**src/ssp_pkg.sv**
```systemverilog
// register map, field positions and reset values of the serial port register block
// assumes an axi4-lite master with 32-bit data in the same clock domain
package ssp_pkg;
  // byte offsets of the register words
  localparam logic [7:0] ADDR_CTRL_ONE = 8'h00;
  localparam logic [7:0] ADDR_CTRL_TWO = 8'h04;
  localparam logic [7:0] ADDR_STATUS = 8'h08;
  localparam logic [7:0] ADDR_DATA = 8'h0c;
  localparam logic [7:0] ADDR_ADDRESS = 8'h10;
  localparam logic [7:0] ADDR_IRQ_STAT = 8'h14;
  localparam logic [7:0] ADDR_IRQ_MASK = 8'h18;
  localparam logic [7:0] ADDR_LINK = 8'h1c;
  // status register field positions
  localparam int STAT_SLEW = 7;
  localparam int STAT_SMBUS = 6;
  localparam int STAT_DATA_ADDR = 5;
  localparam int STAT_STOP = 4;
  localparam int STAT_START = 3;
  localparam int STAT_READ_WRITE = 2;
  localparam int STAT_UPD_ADDR = 1;
  localparam int STAT_BUF_FULL = 0;
  // mask of software-writable status bits
  localparam logic [7:0] STAT_WR_MASK = 8'hc0;
  // interrupt status bit positions
  localparam int IRQ_RX_BYTE = 0;
  localparam int IRQ_ADDR_MATCH = 1;
  localparam int IRQ_WIDTH = 2;
  // reset value and baud reload mask
  localparam logic [7:0] RST_BYTE = 8'h00;
  localparam logic [6:0] BAUD_MASK = 7'h7f;
  // axi response codes
  localparam logic [1:0] RESP_OKAY = 2'h0;
  localparam logic [1:0] RESP_SLVERR = 2'h2;
endpackage

```
**src/ssp_regs.sv**
```systemverilog
// serial port register block: controls, status, data buffer, shift register, address
// assumes the byte engine supplies shift strobes and status events on aclk
`timescale 1ns/100ps
`default_nettype none

module ssp_regs (
  input wire logic aclk,
  input wire logic aresetn,
  // axi4-lite slave
  input wire logic [7:0] s_axi_awaddr,
  input wire logic s_axi_awvalid,
  output logic s_axi_awready,
  input wire logic [31:0] s_axi_wdata,
  input wire logic [3:0] s_axi_wstrb,
  input wire logic s_axi_wvalid,
  output logic s_axi_wready,
  output logic [1:0] s_axi_bresp,
  output logic s_axi_bvalid,
  input wire logic s_axi_bready,
  input wire logic [7:0] s_axi_araddr,
  input wire logic s_axi_arvalid,
  output logic s_axi_arready,
  output logic [31:0] s_axi_rdata,
  output logic [1:0] s_axi_rresp,
  output logic s_axi_rvalid,
  input wire logic s_axi_rready,
  // byte engine side
  input wire logic master_mode,
  input wire logic shift_en,
  input wire logic shift_in,
  input wire logic byte_done,
  input wire logic addr_phase,
  input wire logic [5:0] bus_status,
  output logic shift_out,
  output logic addr_match,
  output logic [6:0] baud_reload,
  output logic slew_limit_en,
  output logic smbus_inputs_en,
  output logic [7:0] ctrl_one,
  output logic [7:0] ctrl_two,
  output logic irq
);
  import ssp_pkg::*;

  typedef struct packed {
    logic aw_got;
    logic [7:0] aw_addr;
    logic w_got;
    logic [31:0] w_data;
    logic [3:0] w_strb;
    logic bvalid;
    logic [1:0] bresp;
    logic rvalid;
    logic [31:0] rdata;
    logic [1:0] rresp;
    logic [7:0] ctrl_one;
    logic [7:0] ctrl_two;
    logic [1:0] stat_hi;
    logic [5:0] stat_lo;
    logic [7:0] data_buf;
    logic [7:0] shift_reg;
    logic [7:0] own_addr;
    logic [IRQ_WIDTH-1:0] irq_stat;
    logic [IRQ_WIDTH-1:0] irq_mask;
    logic match;
  } ssp_state_type;

  ssp_state_type st_ff;
  ssp_state_type nxt_st;
  logic do_write;
  logic [7:0] wb;
  logic [7:0] status_val;
  logic [IRQ_WIDTH-1:0] irq_evt;
  logic [7:0] shifted;

  // ----------------------------------------------------------------
  // combinational next state
  // ----------------------------------------------------------------
  assign status_val = {st_ff.stat_hi, st_ff.stat_lo};
  assign shifted = {st_ff.shift_reg[6:0], shift_in};

  // write lane 0 carries the 8-bit registers
  always_comb begin
    nxt_st = st_ff;
    do_write = 1'b0;
    wb = st_ff.w_data[7:0];
    irq_evt = '0;
    if (s_axi_awvalid && !st_ff.aw_got && !st_ff.bvalid) begin
      nxt_st.aw_got = 1'b1;
      nxt_st.aw_addr = s_axi_awaddr;
    end
    if (s_axi_wvalid && !st_ff.w_got && !st_ff.bvalid) begin
      nxt_st.w_got = 1'b1;
      nxt_st.w_data = s_axi_wdata;
      nxt_st.w_strb = s_axi_wstrb;
    end
    // engine: shift and byte completion
    if (shift_en) begin
      nxt_st.shift_reg = shifted;
    end
    if (byte_done) begin
      nxt_st.data_buf = st_ff.shift_reg;
      irq_evt[IRQ_RX_BYTE] = 1'b1;
      // slave address phase compares against own address
      if (addr_phase && !master_mode && st_ff.shift_reg[7:1] == st_ff.own_addr[7:1]) begin
        irq_evt[IRQ_ADDR_MATCH] = 1'b1;
      end
    end
    if (byte_done && addr_phase && !master_mode) begin
      nxt_st.match = (st_ff.shift_reg[7:1] == st_ff.own_addr[7:1]);
    end
    nxt_st.stat_lo = bus_status;
    // register write once both address and data are held
    if (st_ff.aw_got && st_ff.w_got) begin
      do_write = st_ff.w_strb[0];
      nxt_st.aw_got = 1'b0;
      nxt_st.w_got = 1'b0;
      nxt_st.bvalid = 1'b1;
      nxt_st.bresp = RESP_OKAY;
      case (st_ff.aw_addr)
        ADDR_CTRL_ONE: if (do_write) nxt_st.ctrl_one = wb;
        ADDR_CTRL_TWO: if (do_write) nxt_st.ctrl_two = wb;
        ADDR_STATUS: if (do_write) nxt_st.stat_hi = wb[7:6];
        ADDR_DATA: if (do_write) begin
          nxt_st.data_buf = wb;
          nxt_st.shift_reg = wb;
        end
        ADDR_ADDRESS: if (do_write) nxt_st.own_addr = wb;
        ADDR_IRQ_STAT: if (do_write) begin
          nxt_st.irq_stat = st_ff.irq_stat & ~wb[IRQ_WIDTH-1:0];
        end
        ADDR_IRQ_MASK: if (do_write) nxt_st.irq_mask = wb[IRQ_WIDTH-1:0];
        ADDR_LINK: ;
        default: nxt_st.bresp = RESP_SLVERR;
      endcase
    end
    // events win over a simultaneous clear
    nxt_st.irq_stat = nxt_st.irq_stat | irq_evt;
    if (st_ff.bvalid && s_axi_bready) begin
      nxt_st.bvalid = 1'b0;
    end
    // read channel, one outstanding read; the shift register has no address
    if (st_ff.rvalid && s_axi_rready) begin
      nxt_st.rvalid = 1'b0;
    end
    if (s_axi_arvalid && !st_ff.rvalid) begin
      nxt_st.rvalid = 1'b1;
      nxt_st.rresp = RESP_OKAY;
      nxt_st.rdata = '0;
      case (s_axi_araddr)
        ADDR_CTRL_ONE: nxt_st.rdata[7:0] = st_ff.ctrl_one;
        ADDR_CTRL_TWO: nxt_st.rdata[7:0] = st_ff.ctrl_two;
        ADDR_STATUS: nxt_st.rdata[7:0] = status_val;
        ADDR_DATA: nxt_st.rdata[7:0] = st_ff.data_buf;
        ADDR_ADDRESS: nxt_st.rdata[7:0] = st_ff.own_addr;
        ADDR_IRQ_STAT: nxt_st.rdata[IRQ_WIDTH-1:0] = st_ff.irq_stat;
        ADDR_IRQ_MASK: nxt_st.rdata[IRQ_WIDTH-1:0] = st_ff.irq_mask;
        ADDR_LINK: nxt_st.rdata[0] = st_ff.match;
        default: nxt_st.rresp = RESP_SLVERR;
      endcase
    end
  end

  // ----------------------------------------------------------------
  // state register
  // ----------------------------------------------------------------
  always_ff @(posedge aclk) begin
    if (!aresetn) begin
      st_ff <= '0;
    end else begin
      st_ff <= nxt_st;
    end
  end

  // ----------------------------------------------------------------
  // outputs
  // ----------------------------------------------------------------
  assign s_axi_awready = !st_ff.aw_got && !st_ff.bvalid;
  assign s_axi_wready = !st_ff.w_got && !st_ff.bvalid;
  assign s_axi_bvalid = st_ff.bvalid;
  assign s_axi_bresp = st_ff.bresp;
  assign s_axi_arready = !st_ff.rvalid;
  assign s_axi_rvalid = st_ff.rvalid;
  assign s_axi_rdata = st_ff.rdata;
  assign s_axi_rresp = st_ff.rresp;
  assign shift_out = st_ff.shift_reg[7];
  assign addr_match = st_ff.match;
  assign baud_reload = master_mode ? (st_ff.own_addr[6:0] & BAUD_MASK) : 7'h00;
  assign slew_limit_en = !st_ff.stat_hi[STAT_SLEW-6];
  assign smbus_inputs_en = st_ff.stat_hi[STAT_SMBUS-6];
  assign ctrl_one = st_ff.ctrl_one;
  assign ctrl_two = st_ff.ctrl_two;
  assign irq = |(st_ff.irq_stat & st_ff.irq_mask);

  // ----------------------------------------------------------------
  // assertions
  // ----------------------------------------------------------------
  property p_rx_copy;
    @(posedge aclk) disable iff (!aresetn)
      byte_done && !(st_ff.aw_got && st_ff.w_got && st_ff.aw_addr == ADDR_DATA)
      |=> st_ff.data_buf == $past(st_ff.shift_reg) && st_ff.irq_stat[IRQ_RX_BYTE];
  endproperty
  a_rx_copy: assert property (p_rx_copy) else $error("received byte not moved");

  property p_tx_load;
    @(posedge aclk) disable iff (!aresetn)
      st_ff.aw_got && st_ff.w_got && st_ff.aw_addr == ADDR_DATA && st_ff.w_strb[0]
      |=> st_ff.shift_reg == $past(st_ff.w_data[7:0])
      && st_ff.data_buf == $past(st_ff.w_data[7:0]);
  endproperty
  a_tx_load: assert property (p_tx_load) else $error("buffer write not in shifter");

  property p_stat_lo;
    @(posedge aclk) disable iff (!aresetn)
      1'b1 |=> status_val[5:0] == $past(bus_status);
  endproperty
  a_stat_lo: assert property (p_stat_lo) else $error("low status bits not hardware");

  property p_stat_hi;
    @(posedge aclk) disable iff (!aresetn)
      st_ff.aw_got && st_ff.w_got && st_ff.aw_addr == ADDR_STATUS && st_ff.w_strb[0]
      |=> status_val[7:6] == $past(st_ff.w_data[7:6]);
  endproperty
  a_stat_hi: assert property (p_stat_hi) else $error("high status bits not written");

  property p_ctrl;
    @(posedge aclk) disable iff (!aresetn)
      st_ff.aw_got && st_ff.w_got && st_ff.aw_addr == ADDR_CTRL_TWO && st_ff.w_strb[0]
      |=> ctrl_two == $past(st_ff.w_data[7:0]) ##1 ctrl_two == $past(ctrl_two);
  endproperty
  a_ctrl: assert property (p_ctrl) else $error("control write lost");

  property p_baud;
    @(posedge aclk) disable iff (!aresetn)
      master_mode |-> baud_reload == st_ff.own_addr[6:0];
  endproperty
  a_baud: assert property (p_baud) else $error("baud reload wrong");

  property p_slew;
    @(posedge aclk) disable iff (!aresetn)
      slew_limit_en != status_val[STAT_SLEW] && smbus_inputs_en == status_val[STAT_SMBUS];
  endproperty
  a_slew: assert property (p_slew) else $error("pad controls disagree");

  property p_match;
    @(posedge aclk) disable iff (!aresetn)
      byte_done && addr_phase && !master_mode
      |=> addr_match == ($past(st_ff.shift_reg[7:1]) == $past(st_ff.own_addr[7:1]));
  endproperty
  a_match: assert property (p_match) else $error("own address not matched");

  property p_reset;
    @(posedge aclk) !aresetn |=> status_val == RST_BYTE;
  endproperty
  a_reset: assert property (p_reset) else $error("status not zero after reset");

  // a received byte always leaves its flag set, even against a clear
  property p_irq_rx_set;
    @(posedge aclk) disable iff (!aresetn)
      byte_done |=> st_ff.irq_stat[IRQ_RX_BYTE];
  endproperty
  a_irq_rx_set: assert property (p_irq_rx_set) else $error("rx flag lost to a clear");

  property p_ctrl_one;
    @(posedge aclk) disable iff (!aresetn)
      st_ff.aw_got && st_ff.w_got && st_ff.aw_addr == ADDR_CTRL_ONE && st_ff.w_strb[0]
      |=> ctrl_one == $past(st_ff.w_data[7:0]);
  endproperty
  a_ctrl_one: assert property (p_ctrl_one) else $error("control one write lost");

  // a write with lane 0 off changes no register
  property p_no_strobe;
    @(posedge aclk) disable iff (!aresetn)
      st_ff.aw_got && st_ff.w_got && !st_ff.w_strb[0]
      |=> $stable(ctrl_one) && $stable(ctrl_two) && $stable(status_val[7:6]);
  endproperty
  a_no_strobe: assert property (p_no_strobe) else $error("write without strobe landed");

  property p_baud_slave;
    @(posedge aclk) disable iff (!aresetn)
      !master_mode |-> baud_reload == 7'h00;
  endproperty
  a_baud_slave: assert property (p_baud_slave) else $error("baud reload in slave mode");

  // the high status bits move only on a software write
  property p_stat_hi_hold;
    @(posedge aclk) disable iff (!aresetn)
      !(st_ff.aw_got && st_ff.w_got && st_ff.aw_addr == ADDR_STATUS && st_ff.w_strb[0])
      |=> $stable(status_val[7:6]);
  endproperty
  a_stat_hi_hold: assert property (p_stat_hi_hold) else $error("high status bits moved");

  // no address outside the map reaches any register, the shifter included
  property p_rd_unmapped;
    @(posedge aclk) disable iff (!aresetn)
      s_axi_arvalid && s_axi_arready
      && (s_axi_araddr > ADDR_LINK || s_axi_araddr[1:0] != 2'h0)
      |=> s_axi_rvalid && s_axi_rresp == RESP_SLVERR && s_axi_rdata == 32'h0;
  endproperty
  a_rd_unmapped: assert property (p_rd_unmapped) else $error("unmapped read answered");

  property p_wr_unmapped;
    @(posedge aclk) disable iff (!aresetn)
      st_ff.aw_got && st_ff.w_got
      && (st_ff.aw_addr > ADDR_LINK || st_ff.aw_addr[1:0] != 2'h0)
      |=> s_axi_bvalid && s_axi_bresp == RESP_SLVERR;
  endproperty
  a_wr_unmapped: assert property (p_wr_unmapped) else $error("unmapped write accepted");
endmodule
`default_nettype wire

```
**config.mk**
```make
export PLATFORM = sky130hd
export DESIGN_NAME = ssp_regs
export DESIGN_NICKNAME = d
export VERILOG_FILES = /design/src/ssp_pkg.sv /design/src/ssp_regs.sv
export SDC_FILE = /design/constraint.sdc
export NUM_CORES = 1
export LEC_CHECK = 0
export ABC_AREA = 1
export BUFFER_PORTS_ARGS = -buffer_cell sky130_fd_sc_hd__buf_2
export CAP_MARGIN = 20
export CORE_MARGIN = 2
export CORE_UTILIZATION = 55
export DETAILED_ROUTE_END_ITERATION = 16
export GPL_ROUTABILITY_DRIVEN = 0
export HOLD_SLACK_MARGIN = 0.08
export MAX_ROUTING_LAYER = met4
export PLACE_DENSITY = 0.95
export SLEW_MARGIN = 20
export SYNTH_ARGS = -nofsm -noshare
export SYNTH_HDL_FRONTEND = slang
export SYNTH_SLANG_ARGS = --single-unit
export TNS_END_PERCENT = 50
```
**constraint.sdc**
```tcl
create_clock -name aclk -period 3.81 [get_ports aclk]
set_clock_uncertainty 0.2 [all_clocks]
set_input_delay 0.381 -clock aclk [delete_from_list [all_inputs] [get_ports aclk]]
set_output_delay 0.381 -clock aclk [all_outputs]
set_load 0.01 [all_outputs]
```
== Word-level counts from Yosys, hierarchy flattened ==
Cells that the tools add are included.
Storage, ports and cells
  bits in latches: 0
  bits in writable memories: 0
  ROM bits: 0
  output and inout bits: 69
  memories kept: 0
  register bits after elaboration: 86
  bits of input ports: 70
  word-level logic and storage cells: 94
Operators by class
  bitwise operators: 5
  divide/modulo/power cells: 0
  magnitude comparators: 0
  shifts and indexed selects: 0
  equal/unequal tests: 15
  multiplexer cells: 21
  reductions and logical operators: 33
  multipliers: 0
  add/sub/neg operators: 0
Operators by type and width (count)
  == test 8 x 5 -> 1 bit, second input constant: 8
  two-way mux 35 bit: 1
  == test 8 x 4 -> 1 bit, second input constant: 4
  two-way mux 16 bit: 2
  two-way mux 8 bit: 4
  one-hot mux 6 bit (5 select lines): 1
  two-way mux 28 bit: 1
  == test 8 x 3 -> 1 bit, second input constant: 2
  logical NOT 8 bit: 2
  OR reduction 8 bit: 2
  AND reduction 3 bit: 5
  logical AND 1 bit: 14
  two-way mux 2 bit: 7
  one-hot mux 1 bit (8 select lines): 1
  == test 7 bit: 1
  two-way mux 7 bit: 1
  one-hot mux 1 bit (7 select lines): 1
  logical NOT 1 bit: 6
  OR reduction 2 bit: 3
  bitwise AND 2 bit: 2
  two-way mux 1 bit: 2
  inverter 2 bit: 1
  OR 2 bit: 1
  nonzero test 2 bit: 1
  inverter 1 bit: 1

== Logic depth before layout (Yosys ltp) ==
  word-level depth: 6
  mapped depth: 10
  mapped depth without buffers: 9

== Least setup slack after synthesis ==
No wires, ideal clock.
  path type: register to register
  start point: register st_ff[133] in the netlist's numbering
  end point: register st_ff[23] in the netlist's numbering
  period minus slack after synthesis: 1.530 ns
  path slack: 2.280 ns
  stages on the path, launching flop included: 8
  arrival: 1.197 ns
  required time: 3.478 ns
  setup time: 0.132 ns
  buffers on the path: 1
  cells stage by stage: dfxtp_1 -> nor3_2 -> inv_2 -> nor2_4 -> nand3_1 -> buf_2 -> nand2_1 -> a21oi_1
Between the ends
  cells in the longest elaborated chain, start to end: 3
Ends and longest elaborated chain
  from (decl): RTL line ssp_regs.sv:68  | ssp_state_type st_ff;
  from (signal assigned): RTL line ssp_regs.sv:171  | st_ff <= nxt_st;
  == test 8 x 4 -> 1 bit: RTL line ssp_regs.sv:120  | case (st_ff.aw_addr)
  two-way mux 16 bit: RTL line ssp_regs.sv:120
  two-way mux 28 bit: RTL line ssp_regs.sv:114  | if (st_ff.aw_got && st_ff.w_got) begin
No other way between the ends.
A chain may end at the register's enable or synchronous reset.

== Final worst setup path ==
  start point: register st_ff[133] in the netlist's numbering
  end point: register st_ff, in the netlist shifted[5]
The elaborated chain is that of the path after synthesis.

==> flow_summary.json <==
{
  "finalInstanceArea_mm2": 0.00462,
  "outcome": "completed",
  "power_frac_seq_pct": 51.6,
  "ys_types": 36,
  "grt_overflow": 0,
  "wl_per_cell_um": 14.2,
  "clk_latency_ns": 0.38,
  "synth_most_common_cell": "nand2_1",
  "htreeDepth": 3,
  "cpPeakStageDelay_ns": 0.48,
  "setup_violations": 0,
  "cp-endpoint": "shifted[5]",
  "dr.pass1.iters": 6,
  "drtAntennaViolNets": 0,
  "regToRegEndpoint": "shifted[5]",
  "synth-edff-count": 0,
  "total_power_mw": 1.82,
  "post_cts_buffers": 0,
  "io_buffers": 85,
  "cpLargestDelayFamily": "simple AND/OR/NAND/NOR gates",
  "maxSlewHeadroom_pct": 52.2,
  "cap_violations": 0,
  "synthToLayoutAreaGrowth_pct": 11.1,
  "ys_ff_latch": 84,
  "synth_warnings": 0,
  "syn_inst": 573,
  "clk_path_buf_depth": 2,
  "crit_buf_inv": 1,
  "ys_dominant_reg_cell": "dfxtp_1",
  "crit_fanout": 16,
  "layout-drive-gt1-share_pct": 19.1,
  "cp-startpoint": "st_ff[133]",
  "p_leak_nw": 2.26,
  "n_antenna_cell": 0,
  "r2r_slack_ns": 1.78,
  "tightest_slew_ns": 0.716,
  "fin_setup_tns_ns": 0,
  "crit_path_top_delay_cell": "nand3_1",
  "multiInputGateArea_mm2": 0.00182,
  "rr_startpoint": "st_ff[133]",
  "synth.area.top_cells": "dfxtp_1 (40%), nand2_1 (9.7%), buf_4 (9.6%), a21oi_1 (8.4%), o21ai_0 (7.3%)",
  "io_pins": 139,
  "drc_errors": 0,
  "grt_pass1_vias": 3704,
  "fin_crit_sh_pct": 53.2,
  "fillers": 578,
  "grt_usage_pct": 26.3,
  "post-place-ws_ns": 1.80,
  "crit_type": "reg2reg",
  "avgSynthCellArea_um2": 7.26,
  "cts.clk_slew.worst_paths_ns": 0.08,
  "required_ns": 3.84,
  "seqCellArea_mm2": 0.00168,
  "cp.arrival_ns": 2.06,
  "synth_top_area_share_pct": 40.4,
  "p_clk_share_pct": 36.9,
  "async_flop_share_pct": 0,
  "hold_path_class": "in2reg",
  "cts_buffers": 9,
  "synth_common_cells": "nand2_1 (107), dfxtp_1 (84), a21oi_1 (70)",
  "rsz0062_at_grt": "false",
  "seq_area_frac_synth_pct": 40.4,
  "critPathCaptureType": "flop",
  "utilization_pct": 63.4,
  "route.vias.total": 4015,
  "vias_per_cell": 5.45,
  "power.internal_mw": 1.32,
  "hold_violations": 0,
  "fp.dieArea_mm2": 0.00827,
  "syn-cell-area_mm2": 0.00416,
  "power.density_mw_per_mm2": 394,
  "layout_setup_ws_ns": 1.78,
  "combPwrFrac_pct": 11.5,
  "grt_max_degree": 64,
  "swShare_pct": 27.3,
  "critical_path.cell_chain": "nor3_2, inv_2, nor2_4, nand3_1, nand2_1, a21oi_1",
  "coreArea_mm2": 0.00729,
  "fin_nets": 703,
  "yosys.area.top_type": "dfxtp_1",
  "fp-row-count": 31,
  "irDropWorstVdd_uv": 291,
  "clock.fmax_ghz": 0.494,
  "fin_crit_ns": 2.03,
  "initial_core_util_pct": 57.0,
  "die_h_um": 91.0,
  "die_w_um": 91.0,
  "place.detailed.hpwl_um": 7150,
  "antenna_found_initial": 0,
  "wirelength_um": 10500,
  "first_iter_violations": 565,
  "slew_viol_final": 0,
  "grt_pass1_wl_um": 17200,
  "post_dp_cell_area_mm2": 0.00430,
  "power_switching_mw": 0.497,
  "root_buffer": "clkbuf_8",
  "r2r_cells": 6,
  "cts_num_sinks": 84,
  "worstSetupPathDepth": 6,
  "hold_path_startpoint": "s_axi_awaddr[1]",
  "worstSetupStartpointType": "flop",
  "cts_tree": "done"
}
per-layer routing:
metal	wire (um)	global-route usage [%]	vias up
met5	0	-	-
met4	310	9.22	0
met3	1060	6.14	35
met2	4840	42.0	271
met1	4270	32.7	1820
li1	-	-	1889
cells in the final DEF, fill, tap and decap left out, types with 5 or more instances in the layout:
cell type	count
nand2_1	107
buf_2	85
dfxtp_1	84
a21oi_1	70
inv_1	62
o21ai_0	61
nor2_1	45
conb_1	26
nand3_1	24
clkbuf_8	11
dlygate4sd3_1	11
mux2_2	5
sequential cells by signal, indices dropped and copies added (netlist names):
register / flops
addr_match: 1
ctrl_one: 8
ctrl_two: 8
s_axi_bresp: 1
s_axi_bvalid: 1
s_axi_rdata: 8
s_axi_rresp: 1
s_axi_rvalid: 1
shift_out: 1
shifted: 7
smbus_inputs_en: 1
st_ff: 46
power groups by stage:
stage / clock (mW) / sequential (mW) / combinational (mW)
6_report: 0.671 / 0.940 / 0.209
3_5_place_dp: 0 / 0.958 / 0.193
5_1_grt: 0.704 / 0.944 / 0.230
2_1_floorplan: 0 / 0.953 / 0.163
4_1_cts: 0.668 / 0.939 / 0.206
3_3_place_gp: 0 / 0.957 / 0.185
stage by stage:
step | hold slack (ns) | std cells
final | 0.0786 | 737
after CTS | 0.0845 | 737
after global routing | 0.101 | 737
after detailed placement | 0.262 | 710
after floorplan | 0.237 | 598
after global placement | 0.250 | 710
how the worst min path moves through the flow:
stage                  to  slack [ns]  depth (start not counted)
4_1_cts        st_ff[129]        0.08                          3
5_1_grt        st_ff[129]        0.10                          3
2_1_floorplan    st_ff[2]        0.24                          2
3_3_place_gp     st_ff[2]        0.25                          2
6_report       st_ff[129]        0.08                          3
3_5_place_dp     st_ff[2]        0.26                          2
worst register-to-register path, cell delays in order (launching register included):
cell and delay (ns):
dfxtp_1 0.33, nor3_2 0.33, inv_2 0.09, nor2_4 0.14, nand3_1 0.48, nand2_1 0.24, a21oi_1 0.08
layout make-up:
class	count	share of cell area (%)
clock inverters	5	1.30
well taps	99	2.68
repair buffers	97	11.7
clock buffers	11	3.28
inverters	64	5.20
flip-flops and latches	84	36.4
multi-input cells	377	39.4
logic make-up (layout without fill, tap and decap cells):
family	count (synthesis)	count (layout)	share of synthesized area, %
AND/OR/NAND/NOR	192	192	20.1
flip-flops	84	84	40.4
buffers and inverters	137	177	18.0
XOR/XNOR	6	6	1.26
AO/OA/AOI/OAI	148	148	18.7
multiplexers	5	5	1.35
other	1	26	0.0902
repair_timing:
action,4_1_cts,5_1_grt
endpoints found under the hold margin,11,0
hold buffers,11,0
resized for setup,0,0
Note: power is estimated with default switching activity, not from simulation.
